==> config.mk <==
export PLATFORM = sky130hd
export DESIGN_NAME = slcd_control
export DESIGN_NICKNAME = d
export VERILOG_FILES = /design/src/rtl/slcd_pkg.sv /design/src/rtl/slcd_tick_if.sv /design/src/rtl/slcd_divider.sv /design/src/rtl/slcd_pixel_mux.sv /design/src/rtl/slcd_control.sv
export SDC_FILE = /design/constraint.sdc
export NUM_CORES = 1
export LEC_CHECK = 0
export BUFFER_PORTS_ARGS = -buffer_cell sky130_fd_sc_hd__buf_2
export CAP_MARGIN = 20
export CORE_ASPECT_RATIO = 0.9
export CORE_UTILIZATION = 40
export CTS_BUF_LIST = sky130_fd_sc_hd__clkbuf_4 sky130_fd_sc_hd__clkbuf_8 sky130_fd_sc_hd__clkbuf_16
export DETAILED_ROUTE_END_ITERATION = 7
export PLACE_DENSITY = 0.64
export SKIP_CTS_REPAIR_TIMING = 1
export SYNTH_ARGS = -nofsm -noshare
export SYNTH_HDL_FRONTEND = slang
export SYNTH_SLANG_ARGS = --single-unit
export TNS_END_PERCENT = 30
==> constraint.sdc <==
create_clock -name clock_i -period 7 [get_ports clock_i]
set_input_delay 0.7 -clock clock_i [delete_from_list [all_inputs] [get_ports clock_i]]
set_output_delay 0.7 -clock clock_i [all_outputs]
set_load 0.05 [all_outputs]
==> src/rtl/slcd_pkg.sv <==
// constants and types shared by the segment panel control block
package slcd_pkg;
  localparam int unsigned ADDR_W        = 5;
  localparam int unsigned DATA_W        = 8;
  localparam int unsigned GROUPS        = 3;   // segment byte groups per common line
  localparam int unsigned LINES         = 4;   // common lines
  localparam int unsigned PIXEL_REGS    = GROUPS * LINES;
  // register offsets
  localparam logic [4:0] OFS_CONTROL    = 5'h00;
  localparam logic [4:0] OFS_PRESCALE   = 5'h01;
  localparam logic [4:0] OFS_STATUS     = 5'h02;
  localparam logic [4:0] OFS_PINSEL0    = 5'h04;
  localparam logic [4:0] OFS_PIXEL0     = 5'h08;
  // control register fields
  localparam int unsigned CTL_ON_BIT    = 7;
  localparam int unsigned CTL_SLEEP_BIT = 6;
  // prescale register fields
  localparam int unsigned PS_TYPEB_BIT  = 7;
  localparam int unsigned PS_DIV_W      = 4;
  // status register fields
  localparam int unsigned ST_ACTIVE_BIT = 0;
  localparam int unsigned ST_SLEEP_BIT  = 1;
  localparam int unsigned ST_PHASE_LSB  = 2;
  localparam logic [7:0] RESET_BYTE     = 8'h00;
  localparam logic [1:0] LINE_ZERO      = 2'h0;
  typedef enum logic [2:0] {
    SLCD_IDLE   = 3'b001,
    SLCD_DRIVE  = 3'b010,
    SLCD_HALT   = 3'b100
  } slcd_state_t;
endpackage

==> src/rtl/slcd_tick_if.sv <==
// prescaler tick link between the top and the divider
`timescale 1ns/100ps
`default_nettype none
interface slcd_tick_if;
  logic       run;
  logic [3:0] div;
  logic       tick;
  modport top (output run, output div, input tick);
  modport divider (input run, input div, output tick);
endinterface
`default_nettype wire

==> src/rtl/slcd_divider.sv <==
// programmable prescaler for the panel clock source
`timescale 1ns/100ps
`default_nettype none
module slcd_divider (
  input  wire logic     clock_i,
  input  wire logic     sys_rst_i,
  slcd_tick_if.divider  tk
);
  logic [3:0] cnt_reg;
  logic       tick_reg;
  // counts up from zero to div, one tick every div+1 cycles while running
  always_ff @(posedge clock_i or posedge sys_rst_i) begin
    if (sys_rst_i) begin
      cnt_reg  <= 4'h0;
      tick_reg <= 1'b0;
    end else if (!tk.run) begin
      cnt_reg  <= 4'h0;
      tick_reg <= 1'b0;
    end else if (cnt_reg >= tk.div) begin
      cnt_reg  <= 4'h0;
      tick_reg <= 1'b1;
    end else begin
      cnt_reg  <= cnt_reg + 4'h1;
      tick_reg <= 1'b0;
    end
  end
  assign tk.tick = tick_reg;
endmodule
`default_nettype wire

==> src/rtl/slcd_pixel_mux.sv <==
// picks one common line's column pixels out of the pixel store
`timescale 1ns/100ps
`default_nettype none
module slcd_pixel_mux #(
  parameter int unsigned GROUPS = 3,
  parameter int unsigned LINES  = 4
) (
  input  wire logic [LINES*GROUPS*8-1:0] pixels_i,
  input  wire logic [1:0]                line_i,
  output logic      [GROUPS*8-1:0]       columns_o
);
  // register index = 3 * line + group
  always_comb begin
    columns_o = '0;
    for (int l = 0; l < LINES; l++) begin
      if (line_i == l[1:0]) begin
        columns_o = pixels_i[l*GROUPS*8 +: GROUPS*8];
      end
    end
  end
endmodule
`default_nettype wire

==> src/rtl/slcd_control.sv <==
// segment panel control, pin selection and pixel storage
//
// Contract
// - prescale register sets the panel clock division and picks waveform type A or B
// - three pin select bytes decide which of 24 pins drive column lines
// - pixel bit set means dark; register index is three times line plus group
// - module-on bit starts or stops panel drive
// - with sleep-stop clear, drive keeps running through processor sleep
`timescale 1ns/100ps
`default_nettype none
module slcd_control #(
  parameter int unsigned GROUPS = 3,
  parameter int unsigned LINES  = 4
) (
  input  wire logic                clock_i,
  input  wire logic                sys_rst_i,
  input  wire logic [4:0]          addr_i,
  input  wire logic [7:0]          wdata_i,
  input  wire logic                wr_i,
  input  wire logic                rd_i,
  output logic      [7:0]          rdata_o,
  input  wire logic                cpu_sleep_i,
  output logic                     panel_active_o,
  output logic                     wave_type_b_o,
  output logic      [1:0]          common_line_o,
  output logic      [GROUPS*8-1:0] pin_drive_select_o,
  output logic      [GROUPS*8-1:0] column_line_o
);
  logic [7:0]                panel_control_reg;
  logic [7:0]                phase_prescale_reg;
  logic [7:0]                pin_select_reg [GROUPS];
  logic [7:0]                pixel_word_reg [GROUPS*LINES];
  logic [7:0]                rdata_reg;
  logic [7:0]                rdata_next;
  logic [1:0]                line_reg;
  logic                      active_reg;
  logic                      type_b_reg;
  logic [GROUPS*8-1:0]       pinsel_reg;
  logic [GROUPS*8-1:0]       column_reg;
  logic [LINES*GROUPS*8-1:0] pixels_flat;
  logic [GROUPS*8-1:0]       columns_sel;
  logic                      panel_module_on;
  logic                      sleep_stop_bit;
  slcd_pkg::slcd_state_t     state_reg;
  slcd_pkg::slcd_state_t     state_next;
  slcd_tick_if               tk ();

  assign panel_module_on = panel_control_reg[slcd_pkg::CTL_ON_BIT];
  assign sleep_stop_bit  = panel_control_reg[slcd_pkg::CTL_SLEEP_BIT];

  // control and prescale register writes
  always_ff @(posedge clock_i or posedge sys_rst_i) begin
    if (sys_rst_i) begin
      panel_control_reg  <= slcd_pkg::RESET_BYTE;
      phase_prescale_reg <= slcd_pkg::RESET_BYTE;
    end else if (wr_i) begin
      if (addr_i == slcd_pkg::OFS_CONTROL) begin
        panel_control_reg <= wdata_i;
      end
      if (addr_i == slcd_pkg::OFS_PRESCALE) begin
        phase_prescale_reg <= wdata_i;
      end
    end
  end

  always_ff @(posedge clock_i or posedge sys_rst_i) begin
    if (sys_rst_i) begin
      for (int g = 0; g < GROUPS; g++) begin
        pin_select_reg[g] <= slcd_pkg::RESET_BYTE;
      end
    end else if (wr_i) begin
      for (int g = 0; g < GROUPS; g++) begin
        if (addr_i == slcd_pkg::OFS_PINSEL0 + 5'(g)) begin
          pin_select_reg[g] <= wdata_i;
        end
      end
    end
  end

  always_ff @(posedge clock_i or posedge sys_rst_i) begin
    if (sys_rst_i) begin
      for (int i = 0; i < GROUPS*LINES; i++) begin
        pixel_word_reg[i] <= slcd_pkg::RESET_BYTE;
      end
    end else if (wr_i) begin
      for (int i = 0; i < GROUPS*LINES; i++) begin
        if (addr_i == slcd_pkg::OFS_PIXEL0 + 5'(i)) begin
          pixel_word_reg[i] <= wdata_i;
        end
      end
    end
  end

  // read mux, unmapped offsets read zero
  always_comb begin
    rdata_next = slcd_pkg::RESET_BYTE;
    if (addr_i == slcd_pkg::OFS_CONTROL) begin
      rdata_next = panel_control_reg;
    end else if (addr_i == slcd_pkg::OFS_PRESCALE) begin
      rdata_next = phase_prescale_reg;
    end else if (addr_i == slcd_pkg::OFS_STATUS) begin
      rdata_next[slcd_pkg::ST_ACTIVE_BIT]                  = active_reg;
      rdata_next[slcd_pkg::ST_SLEEP_BIT]                   = state_reg == slcd_pkg::SLCD_HALT;
      rdata_next[slcd_pkg::ST_PHASE_LSB +: 2]              = line_reg;
    end
    for (int g = 0; g < GROUPS; g++) begin
      if (addr_i == slcd_pkg::OFS_PINSEL0 + 5'(g)) begin
        rdata_next = pin_select_reg[g];
      end
    end
    for (int i = 0; i < GROUPS*LINES; i++) begin
      if (addr_i == slcd_pkg::OFS_PIXEL0 + 5'(i)) begin
        rdata_next = pixel_word_reg[i];
      end
    end
    if (!rd_i) begin
      rdata_next = slcd_pkg::RESET_BYTE;
    end
  end

  // read data valid the cycle after the strobe only
  always_ff @(posedge clock_i or posedge sys_rst_i) begin
    if (sys_rst_i) begin
      rdata_reg <= slcd_pkg::RESET_BYTE;
    end else begin
      rdata_reg <= rdata_next;
    end
  end

  // drive state machine
  always_comb begin
    state_next = state_reg;
    case (state_reg)
      slcd_pkg::SLCD_IDLE: begin
        if (panel_module_on) begin
          state_next = (cpu_sleep_i && sleep_stop_bit) ? slcd_pkg::SLCD_HALT
                                                       : slcd_pkg::SLCD_DRIVE;
        end
      end
      slcd_pkg::SLCD_DRIVE: begin
        if (!panel_module_on) begin
          state_next = slcd_pkg::SLCD_IDLE;
        end else if (cpu_sleep_i && sleep_stop_bit) begin
          state_next = slcd_pkg::SLCD_HALT;
        end
      end
      slcd_pkg::SLCD_HALT: begin
        if (!panel_module_on) begin
          state_next = slcd_pkg::SLCD_IDLE;
        end else if (!(cpu_sleep_i && sleep_stop_bit)) begin
          state_next = slcd_pkg::SLCD_DRIVE;
        end
      end
      default: begin
        state_next = slcd_pkg::SLCD_IDLE;
      end
    endcase
  end

  // state register
  always_ff @(posedge clock_i or posedge sys_rst_i) begin
    if (sys_rst_i) begin
      state_reg <= slcd_pkg::SLCD_IDLE;
    end else begin
      state_reg <= state_next;
    end
  end

  assign tk.run = state_reg == slcd_pkg::SLCD_DRIVE;
  assign tk.div = phase_prescale_reg[slcd_pkg::PS_DIV_W-1:0];

  slcd_divider u_divider (
    .clock_i   (clock_i),
    .sys_rst_i (sys_rst_i),
    .tk        (tk)
  );

  // common line stepping on each prescaler tick
  always_ff @(posedge clock_i or posedge sys_rst_i) begin
    if (sys_rst_i) begin
      line_reg <= slcd_pkg::LINE_ZERO;
    end else if (state_reg == slcd_pkg::SLCD_IDLE) begin
      line_reg <= slcd_pkg::LINE_ZERO;
    end else if (tk.tick) begin
      line_reg <= line_reg + 2'h1;
    end
  end

  // flatten pixel store for the selector
  always_comb begin
    for (int i = 0; i < GROUPS*LINES; i++) begin
      pixels_flat[i*8 +: 8] = pixel_word_reg[i];
    end
  end

  slcd_pixel_mux #(
    .GROUPS (GROUPS),
    .LINES  (LINES)
  ) u_mux (
    .pixels_i  (pixels_flat),
    .line_i    (line_reg),
    .columns_o (columns_sel)
  );

  // panel outputs, columns blank unless driving
  always_ff @(posedge clock_i or posedge sys_rst_i) begin
    if (sys_rst_i) begin
      active_reg <= 1'b0;
      type_b_reg <= 1'b0;
      pinsel_reg <= '0;
      column_reg <= '0;
    end else begin
      active_reg <= state_reg == slcd_pkg::SLCD_DRIVE;
      type_b_reg <= phase_prescale_reg[slcd_pkg::PS_TYPEB_BIT];
      for (int g = 0; g < GROUPS; g++) begin
        pinsel_reg[g*8 +: 8] <= pin_select_reg[g];
        column_reg[g*8 +: 8] <= (state_reg == slcd_pkg::SLCD_DRIVE)
                                ? (columns_sel[g*8 +: 8] & pin_select_reg[g]) : 8'h00;
      end
    end
  end

  assign rdata_o            = rdata_reg;
  assign panel_active_o     = active_reg;
  assign wave_type_b_o      = type_b_reg;
  assign common_line_o      = line_reg;
  assign pin_drive_select_o = pinsel_reg;
  assign column_line_o      = column_reg;
endmodule
`default_nettype wire

* Yosys cells after proc, flatten, opt, wreduce, memory -nomap -nowiden
Index checks and enable logic that the tools add are counted.
** Operators by class
- Add/sub/neg operators :: 2
- $mul :: 0
- Divide/modulo/power cells :: 0
- Order comparisons :: 1
- Eq/ne operators :: 26
- Shifts and indexed selects :: 0
- Muxes and demuxes :: 40
- Bitwise operators :: 3
- Reduce and logical (&&, ||, !) cells :: 22
** Operators with widths (count)
- $mux 8 :: 20
- $mux 24 :: 4
- $eq 5x4->1 const B :: 8
- $reduce_and 2->1 :: 17
- $and 8x8->8 :: 3
- $eq 5x5->1 const B :: 4
- $mux 4 :: 5
- $mux 3 :: 6
- $eq 5x3->1 const B :: 3
- $pmux 3 s3 :: 1
- $ne 3x3->1 const B :: 2
- $eq 5x1->1 const B :: 1
- $eq 5x2->1 const B :: 1
- $logic_not 5->1 :: 1
- $add 4x1->4 const B :: 1
- $eq 2x2->1 const B :: 2
- $ge 4x4->1 :: 1
- $mux 2 :: 2
- $eq 3x1->1 const B :: 1
- $eq 3x2->1 const B :: 1
- $eq 3x3->1 const B :: 1
- $reduce_and 3->1 :: 1
- $add 2x1->2 const B :: 1
- $eq 2x1->1 const B :: 1
- 5 further kinds :: 6
** Word-level totals
- Register bits :: 204
- Latch bits :: 0
- Bits in writable memories :: 0
- ROM bits :: 0
- Input port bits :: 18
- Memories kept :: 0

* Depth between registers and ports, before layout
- Depth in word-level cells :: 20
- Gate-level depth with buffers :: 9
- Depth with buffers taken out :: 8

* Cells and area by module
A second synthesis with hierarchy kept.
** Second synthesis, totals
- Cell total of the unflattened synthesis :: 755
- Area total of the unflattened synthesis :: 9606.7 sq um
** By module, submodules not included
- slcd_control :: times used 1, cells each 696, area each 8687.1 sq um, sequential area each 4981.0 sq um
- slcd_pixel_mux :: times used 1, cells each 30, area each 620.6 sq um, sequential area each 0.0 sq um
- slcd_divider :: times used 1, cells each 29, area each 299.0 sq um, sequential area each 125.1 sq um

* Worst setup path after synthesis
No wires, ideal clock.
- Path type :: in2reg
- Start point :: in addr_i[3]
- End point :: reg rdata_reg[0], in the netlist rdata_o[0]
- Arrival :: 2.095 ns
- Required time :: 6.889 ns
- Setup slack :: 4.794 ns
- Stages :: 8
- Buffers on the path :: 2
- Cell sequence :: buf_6 > or3b_1 > buf_6 > nor3_4 > a222oi_1 > nand4_1 > nor3_1 > a2111oi_2
** On the way
- Longest elaborated chain between the ends :: 20
** Ends and longest elaborated chain
- from (decl) :: RTL line slcd_control.sv:17 : input wire logic [4:0] addr_i,
- $eq 5x2->1 :: RTL line slcd_control.sv:101 : end else if (addr_i == slcd_pkg::OFS_STATUS) begin
- $mux 4 :: RTL line slcd_control.sv:101
- $mux 4 :: RTL line slcd_control.sv:99 : end else if (addr_i == slcd_pkg::OFS_PRESCALE) begin
- $mux 8 :: RTL line slcd_control.sv:97 : if (addr_i == slcd_pkg::OFS_CONTROL) begin
- $mux 8 (3 in series) :: RTL line slcd_control.sv:107 : if (addr_i == slcd_pkg::OFS_PINSEL0 + 5'(g)) begin
- $mux 8 (11 in series) :: RTL line slcd_control.sv:112 : if (addr_i == slcd_pkg::OFS_PIXEL0 + 5'(i)) begin
- $mux 8 * :: RTL line slcd_control.sv:112
- $mux 8 * :: RTL line slcd_control.sv:116 : if (!rd_i) begin
- net rdata_next[0] :: RTL line slcd_control.sv:34 : logic [7:0] rdata_next;
- to (signal assigned) :: RTL line slcd_control.sv:124 : rdata_reg <= slcd_pkg::RESET_BYTE;
- to (signal assigned) :: RTL line slcd_control.sv:126 : rdata_reg <= rdata_next;
- to (decl) :: RTL line slcd_control.sv:33 : logic [7:0] rdata_reg;
Mark *: on every way through the listed nets, which the timed path passes. The rest lies on a longest branch.
A chain may end at the register's enable or synchronous reset.

* Worst setup path after layout
- Start point :: in addr_i[0]
- End point :: reg rdata_reg[3], in the netlist rdata_o[3]
Same word-level chain as after synthesis.

==> results.md <==
- TritonCTS buffer count: 22
- Net Sw Power: 1030 uW
- Largest area contributor in the netlist: dfrtp_1
- Post-Syn Area: approximately 9700 um^2
- Routed Antenna Nets: 0
- GRT Overall Usage: 0.256
- Vias: approximately 7.4k
- Worst-path fanout max: 45
- Syn Nets: 886
- Number of global-route vias before repair: 7057
- Syn-to-layout area delta: 13.7%
- Die Y: 149 um
- Most frequently used flop master after synthesis: dfrtp_1
- Starting Density: 0.410
- Leak Pwr: 0.00508 uW
- # diodes: 0
- Max Buffers Root-to-Sink: 3
- Reg power frac: 0.472
- Register area share after synthesis: 0.529
- Post-synth EDFFs: 0
- CTS tree: yes
- Post-synth ARST share: 1.00
- WL per Instance: 25.5 um
- Library cells used by synthesis: 67
- Reg2Reg Setup Slack: 4.40 ns
- Yosys warns: 0
- Congestion Overflow GR: 0
- H-Tree Depth: 1
- Die X: between 150 and 200 um
- Register bit total from synthesis: 204
- VDD IR max: 0.180 mV
- Post-DP HPWL: 21900 um
- RSZ-0062 raised after global routing: false
- P_int: 2310 uW
- Post-Syn Instances: 859
- Clock power share: 0.355
- Max_slew headroom: 0.342
- PwrDens: roughly 300 nW/um^2
- Sum Neg Setup Slack: 0 ns
- Worst slew pin tran: 0.986 ns
- Largest net degree at the start of global routing: approximately 140
- # IOs: 78
- Startpoint Class: primary input
- Root Buffer Master: clkbuf_16
- Max-Cap Viols: 0
- WS Path Type: in2reg
- Final setup skew: around 0.016 ns
- Combinational power share: 0.173
- Clk sinks: slightly above 200
- Sw Ratio: 0.308
- Clk pin slew, worst setup/hold paths: 0.06 ns
- Worst reg2reg path startpoint: common_line_o[0]$_DFFE_PP0P_
- Final Max Tran Viols: 0
- Routed vias/inst: 6.01
- Period minus WS final: around 2.6 ns
- Clk_lat worst skew: 0.51 ns
- DR iter-0 viols: 972
- Commonest non-fill, non-tap cell in the layout: dfrtp_1
- # DRC: 14
- Critical Path Start: addr_i[0]
- Outcome: finished, violations left
- Maximum clock rate: about 0.38 GHz
- DRT Pass-1 Iters: 8
- Final Hold Viols: 0
- NumNets Final: 940
- GPL Wtd Cong: 1.01
- Critical path endpoint: rdata_o[3]$_DFF_PP0_
- Initial antenna violation count: 0
- Arrival time worst endpoint: 3.07 ns
- Fill cells: 2154
- Num rows: 53
- Core Area: 23500 um^2
- Failing checks: design-rule violations
- First-pass GRT wire length: 47100 um
- Most frequent cells in the layout: 203 x dfrtp_1, 133 x mux2_2, 89 x nand2_1, 77 x buf_2, 61 x a21oi_1
- Final WL: 31400 um
- Crit. End Element: register
- Mean Syn Cell Area: between 10 and 15 um^2
- Layout cell share with drive strength beyond 1: 0.291
- Worst hold slack: ~0.38 ns
- R2r endpoint: column_line_o[15]$_DFF_PP0_
- Endpoints failing setup: 0
- Max reg flops: 96
- Reg2reg path depth: 8
- Worst hold path type: in2async
- Port Buffers: 77
- Worst Path Required: about 7.4 ns
- Tcrit/Tclk final: 0.377
- DIE AREA: 24800 um^2
- Share of the synthesized area in the top cell type: 0.526
- Area contributors post-synth: dfrtp_1 53%, mux2_2 16%, nand2_1 3.5%
cell usage after synthesis (6+ instances only):
library cell	n
a22oi_1	14
mux2_2	133
inv_1	12
nor2b_1	11
nand2b_1	6
o211ai_1	7
and3_1	29
ha_1	9
clkbuf_1	30
a31oi_1	6
mux2i_1	11
nand2_1	89
nor2_1	35
buf_2	15
nor3_1	9
a21oi_1	61
o21ai_0	44
nand3_1	12
nand3b_1	26
dfrtp_1	203
layout make-up:
type | count | area [um^2] | share of cell area
Clock buffer | 34 | 696 | 0.0634
Multi-Input combinational cell | 589 | 4260 | 0.388
Tap cell | 302 | 378 | 0.0344
Sequential cell | 204 | 5110 | 0.465
Timing Repair Buffer | 84 | 438 | 0.0399
Inverter | 12 | 52.6 | 0.00479
Clock inverter | 5 | 50.0 | 0.00456
kinds of logic after synthesis:
logic type      after synthesis  share of synthesized area
compound gates              182                      0.118
xor+xnor                      4                    0.00363
fa+ha+maj                     9                     0.0117
buf+inv                      66                     0.0303
flops                       204                      0.529
mux                         150                      0.175
simple gates                244                      0.133
per-layer routing:
layer / wire [um] / up-vias / global-route usage / share of wire
met5: 0 / - / 0 / 0
met1: 14800 / 3724 / 0.392 / 0.47
met4: 919 / 0 / 0.0696 / 0.029
met2: 13000 / 383 / 0.365 / 0.41
met3: 2690 / 61 / 0.0507 / 0.086
li1: - / 3220 / - / -
power by group through the flow:
stage                     logic (uW)  registers (uW)  clock network (uW)
after detailed placement         571            1590                   0
after global routing             620            1590                1250
after CTS                        573            1570                1200
after floorplan                  313            1600                   0
after global placement           565            1580                   0
final                            578            1580                1180
how the worst min path moves through the flow:
stage / startpoint / to / slack (ns) / depth (start not counted)
floorplan: phase_prescale_reg[7]$_DFFE_PP0P_ / wave_type_b_o$_DFF_PP0_ / 0.36 / 0
global placement: phase_prescale_reg[7]$_DFFE_PP0P_ / wave_type_b_o$_DFF_PP0_ / 0.38 / 0
detailed placement: phase_prescale_reg[7]$_DFFE_PP0P_ / wave_type_b_o$_DFF_PP0_ / 0.39 / 0
CTS: cpu_sleep_i / state_reg[1]$_DFFE_PP0P_ / 0.37 / 2
global route: cpu_sleep_i / state_reg[1]$_DFFE_PP0P_ / 0.38 / 2
finish: sys_rst_i / pin_drive_select_o[21]$_DFF_PP0_ / 0.38 / 2
per-stage QoR:
step | power (uW) | setup slack, ns | instances | util | cell area (um^2)
6_report | 3340 | 4.36 | 1230 | 0.466 | 11000
3_5_place_dp | 2160 | 3.88 | 1191 | 0.435 | 10200
3_3_place_gp | 2150 | 3.95 | 1191 | 0.435 | 10200
2_1_floorplan | 1920 | 0.734 | 859 | - | 9650
4_1_cts | 3350 | 4.43 | 1230 | 0.466 | 11000
5_1_grt | 3470 | 4.20 | 1230 | 0.466 | 11000
critical path, cell delays in order:
cell       delay [ns]
buf_2            0.08
buf_4            0.45
or2_1            0.54
nor3_1           0.18
a2111oi_0        0.54
o211ai_1         0.18
and3_1           0.23
o21ai_1          0.15
No activity file was read; power rests on OpenSTA's default activity.
